### src/logic/pll_synth_pkg.sv
// constants and carrier types for the synthesizer divider control block
//------------------------------------------------------------------------
//------------------------------------------------------------------------
package pll_synth_pkg;

  // register byte addresses (one aligned word each)
  localparam logic [7:0] TX_CFG_ADDR   = 8'h04; // transmit loop word
  localparam logic [7:0] RX_CFG_ADDR   = 8'h08; // receive loop word
  localparam logic [7:0] LO2_CFG_ADDR  = 8'h0C; // second oscillator word
  localparam logic [7:0] REF_CFG_ADDR  = 8'h10; // reference and capacitor word
  localparam logic [7:0] STATUS_ADDR   = 8'h14; // live state, read only

  // main loop word fields
  localparam int SWALLOW_LSB = 0;  // 7-bit swallow count
  localparam int SWALLOW_W   = 7;
  localparam int MAIN_LSB    = 7;  // 13-bit main count
  localparam int MAIN_W      = 13;
  localparam int MAIN_GAIN   = 20; // pump gain bit
  localparam int MAIN_POL    = 21; // detector polarity bit

  // second oscillator word fields
  localparam int LO2_CNT_LSB = 0;  // 14-bit counter
  localparam int LO2_CNT_W   = 14;
  localparam int LO2_GAIN    = 14;
  localparam int LO2_POL     = 15;
  localparam int MOD_VMODE   = 16; // modulus drive mode, shared

  // reference word fields
  localparam int REF_CNT_LSB = 0;  // 12-bit reference counter
  localparam int REF_CNT_W   = 12;
  localparam int CAP_LSB     = 18; // 3-bit tank capacitor select
  localparam int CAP_W       = 3;

  // reset values
  localparam logic [31:0] CFG_RESET = 32'h0000_0000;

  // one main loop's configuration
  typedef struct packed {
    logic                 pol;
    logic                 gain;
    logic [MAIN_W-1:0]    main_cnt;
    logic [SWALLOW_W-1:0] swallow_cnt;
  } main_cfg_s;

  // one three-state pump pin: drive level and active-low enable
  typedef struct packed {
    logic drive;
    logic oe_n;
  } pump_s;

endpackage : pll_synth_pkg

### src/logic/pll_synth_divider_control.sv
// divider and phase detectors for three synthesizer loops, dual-modulus control for the two main loops
//
// The address map and the APB interface to the registers were chosen for this implementation.
`timescale 1ns/1ps
`default_nettype none

module pll_synth_divider_control (
  input  wire logic                  core_clk,        // 100 MHz system clock
  input  wire logic                  rst_n,           // synchronous reset, active low
  // apb slave
  input  wire logic                  psel,            // slave select
  input  wire logic                  penable,         // access phase
  input  wire logic                  pwrite,          // write when high
  input  wire logic [7:0]            paddr,           // byte address
  input  wire logic [31:0]           pwdata,          // write data
  output logic      [31:0]           prdata,          // read data, registered
  output logic                       pready,          // always ready
  output logic                       pslverr,         // unmapped address
  // analog-side pins
  input  wire logic                  ref_osc_in,      // reference oscillator
  input  wire logic [1:0]            prescaled_in,    // prescaler outputs, 0 tx 1 rx
  input  wire logic                  second_local_osc_vco, // internal vco clock
  output logic      [1:0]            modulus_ctl,     // prescaler modulus, 0 tx 1 rx
  output logic                       modulus_vmode,   // 1 voltage, 0 current drive
  output pll_synth_pkg::pump_s [1:0] main_pump,       // main loop pumps
  output logic      [1:0]            main_gain_hi,    // main pump high gain
  output pll_synth_pkg::pump_s       lo2_pump,        // second oscillator pump
  output logic                       lo2_gain_hi,     // second pump high gain
  output logic      [2:0]            lo2_cap_sel,     // tank capacitor code
  output logic                       lo2_buf_out      // buffered oscillator output
);

  //----------------------------------------------------------------------
  // helpers
  //----------------------------------------------------------------------
  // pump decode: polarity swaps up/down; both or neither leaves high-z
  function automatic pll_synth_pkg::pump_s pump_decode(input logic up,
                                                       input logic dn,
                                                       input logic pol);
    pll_synth_pkg::pump_s p;
    p.drive = (up ^ pol);                    // source when effective up
    p.oe_n  = ~(up ^ dn);
    return p;
  endfunction

  //----------------------------------------------------------------------
  // configuration registers
  //----------------------------------------------------------------------
  logic [31:0] tx_word;                      // transmit loop word
  logic [31:0] rx_word;                      // receive loop word
  logic [31:0] lo2_word;                     // second oscillator word
  logic [31:0] ref_word;                     // reference word

  wire setup_phase = psel & ~penable;        // address valid, capture read
  wire access_wr   = psel & penable & pwrite; // write commits here
  wire hit_tx      = (paddr == pll_synth_pkg::TX_CFG_ADDR);
  wire hit_rx      = (paddr == pll_synth_pkg::RX_CFG_ADDR);
  wire hit_lo2     = (paddr == pll_synth_pkg::LO2_CFG_ADDR);
  wire hit_ref     = (paddr == pll_synth_pkg::REF_CFG_ADDR);
  wire hit_stat    = (paddr == pll_synth_pkg::STATUS_ADDR);
  wire mapped      = hit_tx | hit_rx | hit_lo2 | hit_ref | hit_stat;

  // only the documented bits are kept; everything else reads zero
  wire [31:0] main_mask = 32'h003F_FFFF;
  wire [31:0] lo2_mask  = 32'h0001_FFFF;
  wire [31:0] ref_mask  = 32'h001C_0FFF;

  // config port stays live regardless of loop state
  always_ff @(posedge core_clk) begin
    if (!rst_n) begin
      tx_word  <= pll_synth_pkg::CFG_RESET;
      rx_word  <= pll_synth_pkg::CFG_RESET;
      lo2_word <= pll_synth_pkg::CFG_RESET;
      ref_word <= pll_synth_pkg::CFG_RESET;
    end else if (access_wr) begin
      if (hit_tx)  tx_word  <= pwdata & main_mask;
      if (hit_rx)  rx_word  <= pwdata & main_mask;
      if (hit_lo2) lo2_word <= pwdata & lo2_mask;
      if (hit_ref) ref_word <= pwdata & ref_mask;
    end
  end

  // separate configuration per main loop
  pll_synth_pkg::main_cfg_s [1:0] main_cfg;
  assign main_cfg[0] = tx_word[pll_synth_pkg::MAIN_POL:0];
  assign main_cfg[1] = rx_word[pll_synth_pkg::MAIN_POL:0];

  wire [pll_synth_pkg::LO2_CNT_W-1:0] lo2_cnt_cfg =
    lo2_word[pll_synth_pkg::LO2_CNT_LSB +: pll_synth_pkg::LO2_CNT_W];
  wire [pll_synth_pkg::REF_CNT_W-1:0] ref_cnt_cfg =
    ref_word[pll_synth_pkg::REF_CNT_LSB +: pll_synth_pkg::REF_CNT_W];

  //----------------------------------------------------------------------
  // pin synchronisers
  //----------------------------------------------------------------------
  // stage 1 is read only by stage 2; stage 3 keeps history for edges
  logic [3:0] sync1;                         // first flops
  logic [3:0] sync2;                         // second flops, safe to use
  logic [3:0] sync3;                         // previous value for edge find
  wire  [3:0] raw_in = {second_local_osc_vco, prescaled_in, ref_osc_in};
  wire  [3:0] rise   = sync2 & ~sync3;       // one-cycle rising edge pulses

  always_ff @(posedge core_clk) begin
    if (!rst_n) begin
      sync1 <= 4'h0;
      sync2 <= 4'h0;
      sync3 <= 4'h0;
    end else begin
      sync1 <= raw_in;
      sync2 <= sync1;
      sync3 <= sync2;
    end
  end

  //----------------------------------------------------------------------
  // shared reference divider
  //----------------------------------------------------------------------
  // a zero count behaves as divide by one rather than stalling the loops
  logic [pll_synth_pkg::REF_CNT_W-1:0] ref_cnt;
  wire ref_tick = rise[0] & (ref_cnt <= 12'h001);

  always_ff @(posedge core_clk) begin
    if (!rst_n) begin
      ref_cnt <= 12'h000;
    end else if (rise[0]) begin
      ref_cnt <= ref_tick ? ref_cnt_cfg : ref_cnt - 12'h001;
    end
  end

  //----------------------------------------------------------------------
  // main loops: dual-modulus counters and phase detectors
  //----------------------------------------------------------------------
  logic [1:0] mod_q;                         // modulus state per loop
  genvar g;
  generate
    for (g = 0; g < 2; g++) begin : g_main
      logic [pll_synth_pkg::MAIN_W-1:0]    n_cnt;   // main count left
      logic [pll_synth_pkg::SWALLOW_W-1:0] a_cnt;   // swallow count left
      logic                                up_q;    // reference led
      logic                                dn_q;    // divided signal led
      wire pulse    = rise[g + 1];                  // one prescaler pulse
      wire div_tick = pulse & (n_cnt <= 13'h0001);  // end of divide cycle
      // counts are software's job: main = total/P, swallow = remainder

      // swallow first at P+1, then main alone at P, then reload
      always_ff @(posedge core_clk) begin
        if (!rst_n) begin
          n_cnt    <= 13'h0000;
          a_cnt    <= 7'h00;
          mod_q[g] <= 1'b0;
        end else if (div_tick) begin
          n_cnt    <= main_cfg[g].main_cnt;
          a_cnt    <= main_cfg[g].swallow_cnt;
          mod_q[g] <= (main_cfg[g].swallow_cnt != 7'h00);
        end else if (pulse) begin
          n_cnt    <= n_cnt - 13'h0001;
          if (a_cnt != 7'h00) begin
            a_cnt <= a_cnt - 7'h01;
          end
          mod_q[g] <= (a_cnt > 7'h01);
        end
      end

      // edge detector: coincident edges set nothing, both set clears
      always_ff @(posedge core_clk) begin
        if (!rst_n) begin
          up_q <= 1'b0;
          dn_q <= 1'b0;
        end else if ((up_q | ref_tick) & (dn_q | div_tick)) begin
          up_q <= 1'b0;
          dn_q <= 1'b0;
        end else begin
          up_q <= up_q | ref_tick;
          dn_q <= dn_q | div_tick;
        end
      end

      // pump and gain pins registered for clean edges
      always_ff @(posedge core_clk) begin
        if (!rst_n) begin
          main_pump[g]    <= '{drive: 1'b0, oe_n: 1'b1};
          main_gain_hi[g] <= 1'b0;
        end else begin
          main_pump[g]    <= pump_decode(up_q, dn_q, main_cfg[g].pol);
          main_gain_hi[g] <= main_cfg[g].gain;
        end
      end
    end
  endgenerate

  //----------------------------------------------------------------------
  // second local oscillator loop
  //----------------------------------------------------------------------
  logic [pll_synth_pkg::LO2_CNT_W-1:0] lo2_cnt; // count left
  logic                                lo2_up;  // reference led
  logic                                lo2_dn;  // divided vco led
  wire lo2_tick = rise[3] & (lo2_cnt <= 14'h0001);

  // divide the internal vco by the programmed count
  always_ff @(posedge core_clk) begin
    if (!rst_n) begin
      lo2_cnt <= 14'h0000;
    end else if (rise[3]) begin
      lo2_cnt <= lo2_tick ? lo2_cnt_cfg : lo2_cnt - 14'h0001;
    end
  end

  // same edge detector as the main loops
  always_ff @(posedge core_clk) begin
    if (!rst_n) begin
      lo2_up <= 1'b0;
      lo2_dn <= 1'b0;
    end else if ((lo2_up | ref_tick) & (lo2_dn | lo2_tick)) begin
      lo2_up <= 1'b0;
      lo2_dn <= 1'b0;
    end else begin
      lo2_up <= lo2_up | ref_tick;
      lo2_dn <= lo2_dn | lo2_tick;
    end
  end

  // the internal vco is non-inverting, so polarity normally stays 0
  always_ff @(posedge core_clk) begin
    if (!rst_n) begin
      lo2_pump    <= '{drive: 1'b0, oe_n: 1'b1};
      lo2_gain_hi <= 1'b0;
      lo2_cap_sel <= 3'h0;
      lo2_buf_out <= 1'b0;
    end else begin
      lo2_pump    <= pump_decode(lo2_up, lo2_dn,
                                 lo2_word[pll_synth_pkg::LO2_POL]);
      lo2_gain_hi <= lo2_word[pll_synth_pkg::LO2_GAIN];
      lo2_cap_sel <= ref_word[pll_synth_pkg::CAP_LSB +: pll_synth_pkg::CAP_W];
      lo2_buf_out <= sync2[3];
    end
  end

  //----------------------------------------------------------------------
  // modulus pins
  //----------------------------------------------------------------------
  always_ff @(posedge core_clk) begin
    if (!rst_n) begin
      modulus_ctl   <= 2'b00;
      modulus_vmode <= 1'b0;
    end else begin
      modulus_ctl   <= mod_q;
      modulus_vmode <= lo2_word[pll_synth_pkg::MOD_VMODE];
    end
  end

  //----------------------------------------------------------------------
  // apb read path
  //----------------------------------------------------------------------
  // status: {lo2 drive, lo2 oe_n, rx drive, rx oe_n, tx drive, tx oe_n, mod}
  wire [31:0] status_word = {24'h000000, lo2_pump, main_pump, mod_q};
  wire [31:0] read_mux =
      hit_tx   ? tx_word  :
      hit_rx   ? rx_word  :
      hit_lo2  ? lo2_word :
      hit_ref  ? ref_word :
      hit_stat ? status_word : 32'h0000_0000;

  // read data captured in setup so the access phase completes at once
  always_ff @(posedge core_clk) begin
    if (!rst_n) begin
      prdata <= 32'h0000_0000;
    end else if (setup_phase) begin
      prdata <= pwrite ? 32'h0000_0000 : read_mux;
    end
  end

  assign pready  = 1'b1;                         // zero wait states
  assign pslverr = psel & penable & ~mapped;     // unmapped access errors

endmodule // pll_synth_divider_control

`default_nettype wire

### config.mk
export PLATFORM = sky130hd
export DESIGN_NAME = pll_synth_divider_control
export DESIGN_NICKNAME = d
export VERILOG_FILES = /design/src/logic/pll_synth_pkg.sv /design/src/logic/pll_synth_divider_control.sv
export SDC_FILE = /design/constraint.sdc
export NUM_CORES = 1
export LEC_CHECK = 0
export BUFFER_PORTS_ARGS = -buffer_cell sky130_fd_sc_hd__buf_2
export CORE_MARGIN = 2
export CORE_UTILIZATION = 40
export DETAILED_ROUTE_END_ITERATION = 12
export GPL_ROUTABILITY_DRIVEN = 0
export PLACE_DENSITY_LB_ADDON = 0.08
export RECOVER_POWER = 25
export SYNTH_ARGS = -nofsm -noshare
export SYNTH_HDL_FRONTEND = slang
export SYNTH_SLANG_ARGS = --single-unit
### constraint.sdc
create_clock -name core_clk -period 2.9 [get_ports core_clk]
set_input_delay 0 -clock core_clk [delete_from_list [all_inputs] [get_ports core_clk]]
set_output_delay 0 -clock core_clk [all_outputs]
set_load 0.1 [all_outputs]
# == Word-level counts from Yosys, hierarchy flattened ==
# Index checks and enable logic that the tools add are counted.
# classes
n_mul,0
bitwise,35
n_reduce_logical,17
magnitude_cmp,6
n_addsub,6
n_shift,0
div,0
muxes,22
n_eq_ne,5
# op_table
operator,count
22-bit 2-to-1 mux,3
13-bit 2-to-1 mux,4
21-bit 2-to-1 mux,2
7-bit 2-to-1 mux,6
7-bit nonzero test,4
13-bit by 1-bit <= comparator with 1-bit output (second input constant),2
13-bit by 1-bit subtractor with 13-bit output (second input constant),2
8-bit by 4-bit equality test with 1-bit output (second input constant),2
8-bit by 5-bit equality test with 1-bit output (second input constant),2
7-bit by 1-bit > comparator with 1-bit output (second input constant),2
14-bit by 1-bit <= comparator with 1-bit output (second input constant),1
14-bit 2-to-1 mux,1
14-bit by 1-bit subtractor with 14-bit output (second input constant),1
7-bit by 1-bit subtractor with 7-bit output (second input constant),2
12-bit by 1-bit <= comparator with 1-bit output (second input constant),1
12-bit 2-to-1 mux,1
2-bit AND reduction,6
12-bit by 1-bit subtractor with 12-bit output (second input constant),1
1-bit bitwise AND,11
1-bit OR,10
8-bit by 3-bit equality test with 1-bit output (second input constant),1
8-bit 2-to-1 mux,1
2-bit nonzero test,4
1-bit NOT,6
other kinds (5),15
# word_totals
latch_bits,0
rom_bits,0
ramBits,0
regBits,210
out_inout_bits,50
mem_count,0
word_cells,126

# == Longest topological paths before layout ==
# Gate-level depths: netlist of run 1.
# logic_depth
ltp_word,7
depth_mapped,9
depth_no_buf,7

# == Least setup slack after synthesis of run 1 ==
# No wires, ideal clock.
# synth_path
path_type,reg2reg
startpoint,reg sync3[3]
endpoint,reg lo2_cnt[12] in the netlist's numbering
required_time_ns,2.767
setup_ns,0.133
arrival_ns,2.265
stages_incl_launch_ff,9
slack_ns,0.503
cell_sequence,dfxtp_1 > nor2b_1 > clkbuf_1 > o211ai_1 > or3_1 > buf_2 > clkbuf_1 > o32ai_1 > a21oi_1
# synth_between
elab_chain_len,4
# synth_rtl
element,line_no,source
from (decl),pll_synth_divider_control.sv:99,logic [3:0] sync3;
from (signal assigned),pll_synth_divider_control.sv:111,sync3 <= sync2;
4-bit NOT (*),pll_synth_divider_control.sv:101,wire [3:0] rise = sync2 & ~sync3;
4-bit bitwise AND (*),pll_synth_divider_control.sv:101,
1-bit bitwise AND,pll_synth_divider_control.sv:197,wire lo2_tick = rise[3] & (lo2_cnt <= 14'h0001);
14-bit 2-to-1 mux,pll_synth_divider_control.sv:204,lo2_cnt <= lo2_tick ? lo2_cnt_cfg : lo2_cnt - 14'h0001;
to (signal assigned),pll_synth_divider_control.sv:204,
to (decl),pll_synth_divider_control.sv:194,logic [pll_synth_pkg::LO2_CNT_W-1:0] lo2_cnt;
# Mark *: on every way between the ends. The rest lies on a longest branch, timed or not.
# A chain may end at the register's enable or synchronous reset.

# == Worst setup path after layout of run 1 ==
# layout_path
startpoint,reg g_main[1].n_cnt[6] in the netlist's numbering
endpoint,reg g_main[1].a_cnt[3] in the netlist's numbering
# layout_between
elab_chain_len,4
word_cells_on_any_way,6
cone_classes,order compare: 1; mux: 1; bitwise: 1; reduce/logical: 3
# layout_rtl
element,line_no,source
from (decl),pll_synth_divider_control.sv:137,logic [pll_synth_pkg::MAIN_W-1:0] n_cnt;
from (signal assigned),pll_synth_divider_control.sv:152,n_cnt <= main_cfg[g].main_cnt;
from (signal assigned),pll_synth_divider_control.sv:156,n_cnt <= n_cnt - 13'h0001;
13-bit by 1-bit <= comparator with 1-bit output (*),pll_synth_divider_control.sv:142,wire div_tick = pulse & (n_cnt <= 13'h0001);
1-bit bitwise AND (*),pll_synth_divider_control.sv:142,
2-bit nonzero test (no source line),--,
2-bit AND reduction (no source line),--,
to (signal assigned),pll_synth_divider_control.sv:153,a_cnt <= main_cfg[g].swallow_cnt;
to (signal assigned),pll_synth_divider_control.sv:158,a_cnt <= a_cnt - 7'h01;
to (decl),pll_synth_divider_control.sv:138,logic [pll_synth_pkg::SWALLOW_W-1:0] a_cnt;
# Marks and branches as above.

==> results of run 1 <==
==> per-layer routing <==
| layer | GRT usage (%) | vias up | wire length [um] |
|---|---|---|---|
| met2 | 39.1 | 214 | 13400 |
| met5 | 0 | - | 0 |
| met3 | 3.48 | 21 | 1290 |
| met1 | 35.1 | 4060 | 14400 |
| li1 | - | 4223 | - |
| met4 | 4.85 | 0 | 280 |
==> logic make-up after synthesis <==
family,share of synthesized area [%]
AND/OR/NAND/NOR,24.7
AO/OA/AOI/OAI,21.8
flip-flops,43.5
buffers and inverters,5.02
multiplexers,2.09
adder cells (fa/ha/maj),1.64
XOR/XNOR,1.15
other,0.0820
==> power groups by stage <==
stage	clock network, mW	logic (mW)	registers [mW]
2_1_floorplan	0	0.654	2.96
3_3_place_gp	0	0.893	2.94
3_5_place_dp	0	0.892	2.94
4_1_cts	2.53	0.924	2.88
5_1_grt	2.63	1.02	2.89
6_report	2.48	0.926	2.88
==> worst max-delay path, cell delays in order (launching register included) <==
cell     delay (ps)
dfxtp_1         360
or4_1           650
nor4_4          450
buf_4           210
nand2_2         210
mux2_1          380
o221a_1         230
==> sequential cells by signal (all words and copies together), names as in the netlist <==
| register | count |
|---|---|
| main_gain_hi | 2 |
| lo2_word | 17 |
| sync1 | 4 |
| lo2_cap_sel | 3 |
| lo2_pump | 2 |
| g_main.n_cnt | 26 |
| g_main.a_cnt | 14 |
| sync2 | 4 |
| ref_word | 15 |
| rx_word | 22 |
| lo2_up | 1 |
| lo2_gain_hi | 1 |
| modulus_ctl | 2 |
| ref_cnt | 12 |
| lo2_cnt | 14 |
| sync3 | 4 |
| g_main.dn_q | 2 |
| mod_q | 2 |
| modulus_vmode | 1 |
| main_pump | 4 |
| lo2_dn | 1 |
| g_main.up_q | 2 |
| tx_word | 22 |
| prdata | 22 |
==> worst min-delay path by stage <==
stage	cells past startpoint	from	to
after floorplan	1	ref_osc_in	sync1[0]
after global placement	2	ref_osc_in	sync1[0]
after detailed placement	2	ref_osc_in	sync1[0]
after CTS	4	pwrite	prdata[0]
after global routing	4	pwrite	prdata[1]
final	4	pwrite	prdata[1]
==> cell type report <==
cell class / count / area (um^2)
diodes: 1 / 2.50
multi-input cells: 854 / 4760
inverters: 23 / 87.6
clock inverters: 12 / 169
well taps: 285 / 357
repair buffers: 130 / 833
flip-flops and latches: 199 / 3980
clock buffers: 18 / 429
fillers: 2253 / 12000
==> per-stage QoR <==
stage / hold WS (ps) / utilization (%) / total power [mW] / instances
final: 68.4 / 47.1 / 6.29 / 1522
after global routing: 67.9 / 47.0 / 6.54 / 1521
after CTS: 40.6 / 47.3 / 6.34 / 1521
after detailed placement: 211 / 43.4 / 3.84 / 1464
after global placement: 208 / 43.4 / 3.84 / 1464
after floorplan: 127 / - / 3.62 / 1159
==> cell usage in the layout, fill, tap and decap left out, drive strengths merged, types with 9 or more instances in the layout <==
cell / netlist / routed
a21oi: 147 / 147
a22oi: 21 / 21
and2: 28 / 28
and3: 9 / 9
buf: 23 / 70
clkbuf: 60 / 51
conb: 2 / 11
dfxtp: 199 / 199
dlygate4sd3: 0 / 27
ha: 12 / 12
inv: 22 / 26
mux2: 9 / 9
mux2i: 9 / 9
nand2: 227 / 227
nand2b: 9 / 9
nand3: 21 / 21
nor2: 63 / 63
nor3: 37 / 37
nor4: 20 / 20
o211ai: 11 / 11
o21ai: 53 / 53
o22ai: 12 / 12
or3: 19 / 19
or4: 11 / 11
==> results.json, run 1 <==
{
  "clockBufferDepth": 2,
  "critPathCaptureType": "register",
  "synthCells": 1150,
  "min_period_ps": 2600,
  "vias": 8518,
  "dp_hpwl_mm": 20.9,
  "h-tree-depth": 4,
  "p_leak_nw": 3.77,
  "grt_pass1_vias": 7791,
  "ant_nets": 0,
  "synth_area_per_cell_um2": 7.96,
  "peakVddDrop_uv": 313,
  "crit_start": "g_main[1].n_cnt[6]",
  "power_switching_mw": 1.79,
  "port_buffers": 77,
  "area_delta_synth_final_pct": 16.0,
  "combPwrFrac_pct": 14.7,
  "seqPwrFrac_pct": 45.8,
  "ys.flop_type": "dfxtp_1",
  "start_util_pct": 40.6,
  "wire_per_inst_um": 19.3,
  "cts-resized-gates": 0,
  "cap_violations": 0,
  "endpoint": "g_main[1].a_cnt[3]",
  "seq_area_frac_synth_pct": 43.5,
  "synth.distinct_cells": 70,
  "tightest_slew_ps": 1290,
  "clkPwrFrac_pct": 39.4,
  "num-nets-final": 1286,
  "hold_buffers": 27,
  "yosys.area.top_type": "dfxtp_1",
  "placed_area_um2": 9800,
  "grt_antenna_before_repair": 0,
  "ys_ff_latch": 199,
  "p_per_area_nw_per_um2": 592,
  "p_sw_share_pct": 28.5,
  "crit_path_max_fanout": 16,
  "setup_tns_ps": 0,
  "hold_path_class": "input port to register",
  "root_buffer": "clkbuf_16",
  "synth-edff-count": 0,
  "globalRoute.totalOverflow": 0,
  "reg2reg_to": "g_main[1].a_cnt[3]",
  "worstReg2RegStart": "g_main[1].n_cnt[6]",
  "max_freq_mhz": 384,
  "p_int_mw": 4.50,
  "post_cts_buffers": 0,
  "cp-start-kind": "register",
  "drtIter0Drc": 665,
  "period_share_pct": 89.8,
  "synthArstFlopShare_pct": 0,
  "insertion_delay_ps": 440,
  "drt-pass1-iter-count": 7,
  "synth_common_cells": "nand2_1, dfxtp_1, a21oi_1",
  "r2r_setup_slack_ps": 300,
  "status": "complete, no violations",
  "path_class": "register to register",
  "cts-buffers-inserted": 17,
  "slew_headroom_pct": 13.9,
  "yosys_warnings": 0,
  "finClkSkew_ps": 10.6,
  "wl_mm": 29.3,
  "die_y_um": 155,
  "worstPathRequired_ps": 3230,
  "grt_max_degree": 74,
  "setup_violations": 0,
  "synth_top_cells_by_area": "dfxtp_1, nand2_1, a21oi_1, o21ai_0, nor2_1",
  "yosysMostFrequentCell": "nand2_1",
  "clkSinkCount": 199,
  "final_area_um2": 10600,
  "vias_per_cell": 5.60,
  "grt_usage_pct": 24.4,
  "grt_setup_unrepaired": "false",
  "netlist.area_leader.share_pct": 43.5,
  "design.portCount": 99,
  "design.die.area_um2": 24100,
  "rr_worst_depth": 6,
  "pre_cts_ws_ps": 299,
  "die_x_um": 155,
  "hold_violations": 0,
  "drc_errors": 0,
  "core_um2": 22600,
  "slew_viol_final": 0,
  "cts_tree": "done",
  "cp_data_arrival_time_ps": 2940,
  "timing.final.ws_setup_ps": 295,
  "synthesis.area_um2": 9160,
  "drive_above_1_share_pct": 10.4,
  "grt_pass1_wl_mm": 45.4,
  "rows": 55,
  "path_clk_slew_ps": 70
}
(Power assumes the default switching activity.)
==> inputs of run 2 (changes only) <==
--- a/config.mk
+++ b/config.mk
@@ -5,10 +5,10 @@
 export SDC_FILE = /design/constraint.sdc
 export NUM_CORES = 1
 export LEC_CHECK = 0
-export BUFFER_PORTS_ARGS = -buffer_cell sky130_fd_sc_hd__buf_2
 export CORE_MARGIN = 2
 export CORE_UTILIZATION = 40
 export DETAILED_ROUTE_END_ITERATION = 12
+export DONT_BUFFER_PORTS = 1
 export GPL_ROUTABILITY_DRIVEN = 0
 export PLACE_DENSITY_LB_ADDON = 0.08
 export RECOVER_POWER = 25
==> run 2 against run 1 <==
Routed wire length is 1.4% higher. Via count is 0.97% lower. Maximum frequency is 0.49% lower. Cell area is 1.8% lower. Sequential share of layout area is 0.68 points higher. Global-route usage is 0.39 points higher. First-iteration DRC count is 9.8% lower. Hold slack worse by 39 ps. Flip-flop and latch count stayed put. Highest routed layer unchanged.
==> results.json, run 2 (synthesis gave the netlist of run 1 again) <==
{
  "grt_antenna_before_repair": 2,
  "rows": 55,
  "core_um2": 22600,
  "clockBufferDepth": 2,
  "dp_hpwl_mm": 20.8,
  "power_switching_mw": 1.82,
  "wl_mm": 29.8,
  "drtIter0Drc": 600,
  "power_mw": 6.20,
  "p_leak_nw": 3.60,
  "globalRoute.totalOverflow": 0,
  "final_util_pct": 46.2,
  "layout_common_cells": "nand2_1, dfxtp_1, a21oi_1, nor2_1, o21ai_0",
  "clkPwrFrac_pct": 39.1,
  "p_per_area_nw_per_um2": 595,
  "grt_max_degree": 73,
  "min_period_ps": 2620,
  "num-nets-final": 1243,
  "path_clk_slew_ps": 80,
  "die_x_um": 155,
  "grt_setup_unrepaired": "false",
  "period_share_pct": 90.3,
  "max_freq_mhz": 382,
  "path_class": "register to register",
  "combPwrFrac_pct": 14.4,
  "drc_errors": 0,
  "area_delta_synth_final_pct": 13.9,
  "slew_headroom_pct": 7.19,
  "seqPwrFrac_pct": 46.5,
  "cp-start-kind": "register",
  "tightest_slew_ps": 1390,
  "cts-resized-gates": 0,
  "root_buffer": "clkbuf_16",
  "worstPathRequired_ps": 3230,
  "setup_tns_ps": 0,
  "grt_usage_pct": 24.8,
  "h-tree-depth": 4,
  "cts-buffers-inserted": 17,
  "hold_violations": 0,
  "drt-pass1-iter-count": 5,
  "vias_per_cell": 5.70,
  "grt_pass1_wl_mm": 46.1,
  "placed_cells": 1414,
  "largest_register": "g_main.n_cnt",
  "design.portCount": 99,
  "status": "complete, no violations",
  "p_sw_share_pct": 29.4,
  "peakVddDrop_uv": 417,
  "crit_path_max_fanout": 16,
  "drive_above_1_share_pct": 7.11,
  "wire_per_inst_um": 20.1,
  "final_cells": 1481,
  "critPathCaptureType": "register",
  "port_buffers": 0,
  "final_common_cell": "nand2_1",
  "grt_pass1_vias": 7774,
  "clkSinkCount": 199,
  "die_y_um": 155,
  "vias": 8435,
  "finClkSkew_ps": 13.9,
  "start_util_pct": 40.6,
  "ant_nets": 0,
  "hold_path_class": "input port to register",
  "p_int_mw": 4.38,
  "insertion_delay_ps": 450,
  "slew_viol_final": 0,
  "cp_data_arrival_time_ps": 2950,
  "cts_tree": "done",
  "setup_violations": 0,
  "cap_violations": 0,
  "design.die.area_um2": 24100,
  "largest_reg_flops": 26
}
==> run 2: cell type report <==
cell class                      instances  area, um^2
Antenna cell                            1        2.50
Clock buffer                           20         457
Clock inverter                         12         134
Fill cell                            2284       12100
Inverter                               23        87.6
Multi-Input combinational cell        854        4770
Sequential cell                       199        3980
Tap cell                              285         357
Timing Repair Buffer                   87         643
==> run 2: worst paths after layout <==
path | from | end | slack [ps] | depth (start not counted)
hold / removal | paddr[3] | prdata[7] | 30 | 4
hold reg to reg | sync1[1] | sync2[1] | 440 | 1
setup / recovery | g_main[1].n_cnt[6] | g_main[1].a_cnt[3] | 280 | 6
setup reg to reg | g_main[1].n_cnt[6] | g_main[1].a_cnt[3] | 280 | 6
==> run 2: power by group through the flow <==
stage          clock, mW  combinational (mW)  sequential, mW
2_1_floorplan          0               0.654            2.96
3_3_place_gp           0               0.804            2.95
3_5_place_dp           0               0.803            2.95
4_1_cts             2.48               0.892            2.88
5_1_grt             2.59               0.979            2.90
6_report            2.42               0.893            2.88
==> run 2: per-layer routing <==
metal  GRT usage [%]  part of all wire [%]
met5               0                     0
met2            38.0                    44
met4            7.25                   2.1
met1            35.3                    48
met3            4.96                   5.9
==> run 2: critical path: stages (launching register included) <==
cell     delay [ps]
dfxtp_1         360
or4_1           650
nor4_4          440
buf_4           210
nand2_2         220
mux2_1          390
o221a_1         240
==> run 2: repair_timing <==
action                    CTS  global route
hold buffers               34             0
buffers inserted            0             0
hold endpoints to repair  168             0
==> run 2: stage by stage <==
step                setup slack (ps)  hold WS [ps]  area (um^2)
floorplan                        503           127         9190
global placement                 342          87.9         9590
detailed placement               297          91.6         9590
CTS                              288        0.0830        10500
global route                     165          63.8        10400
finish                           282          28.9        10400
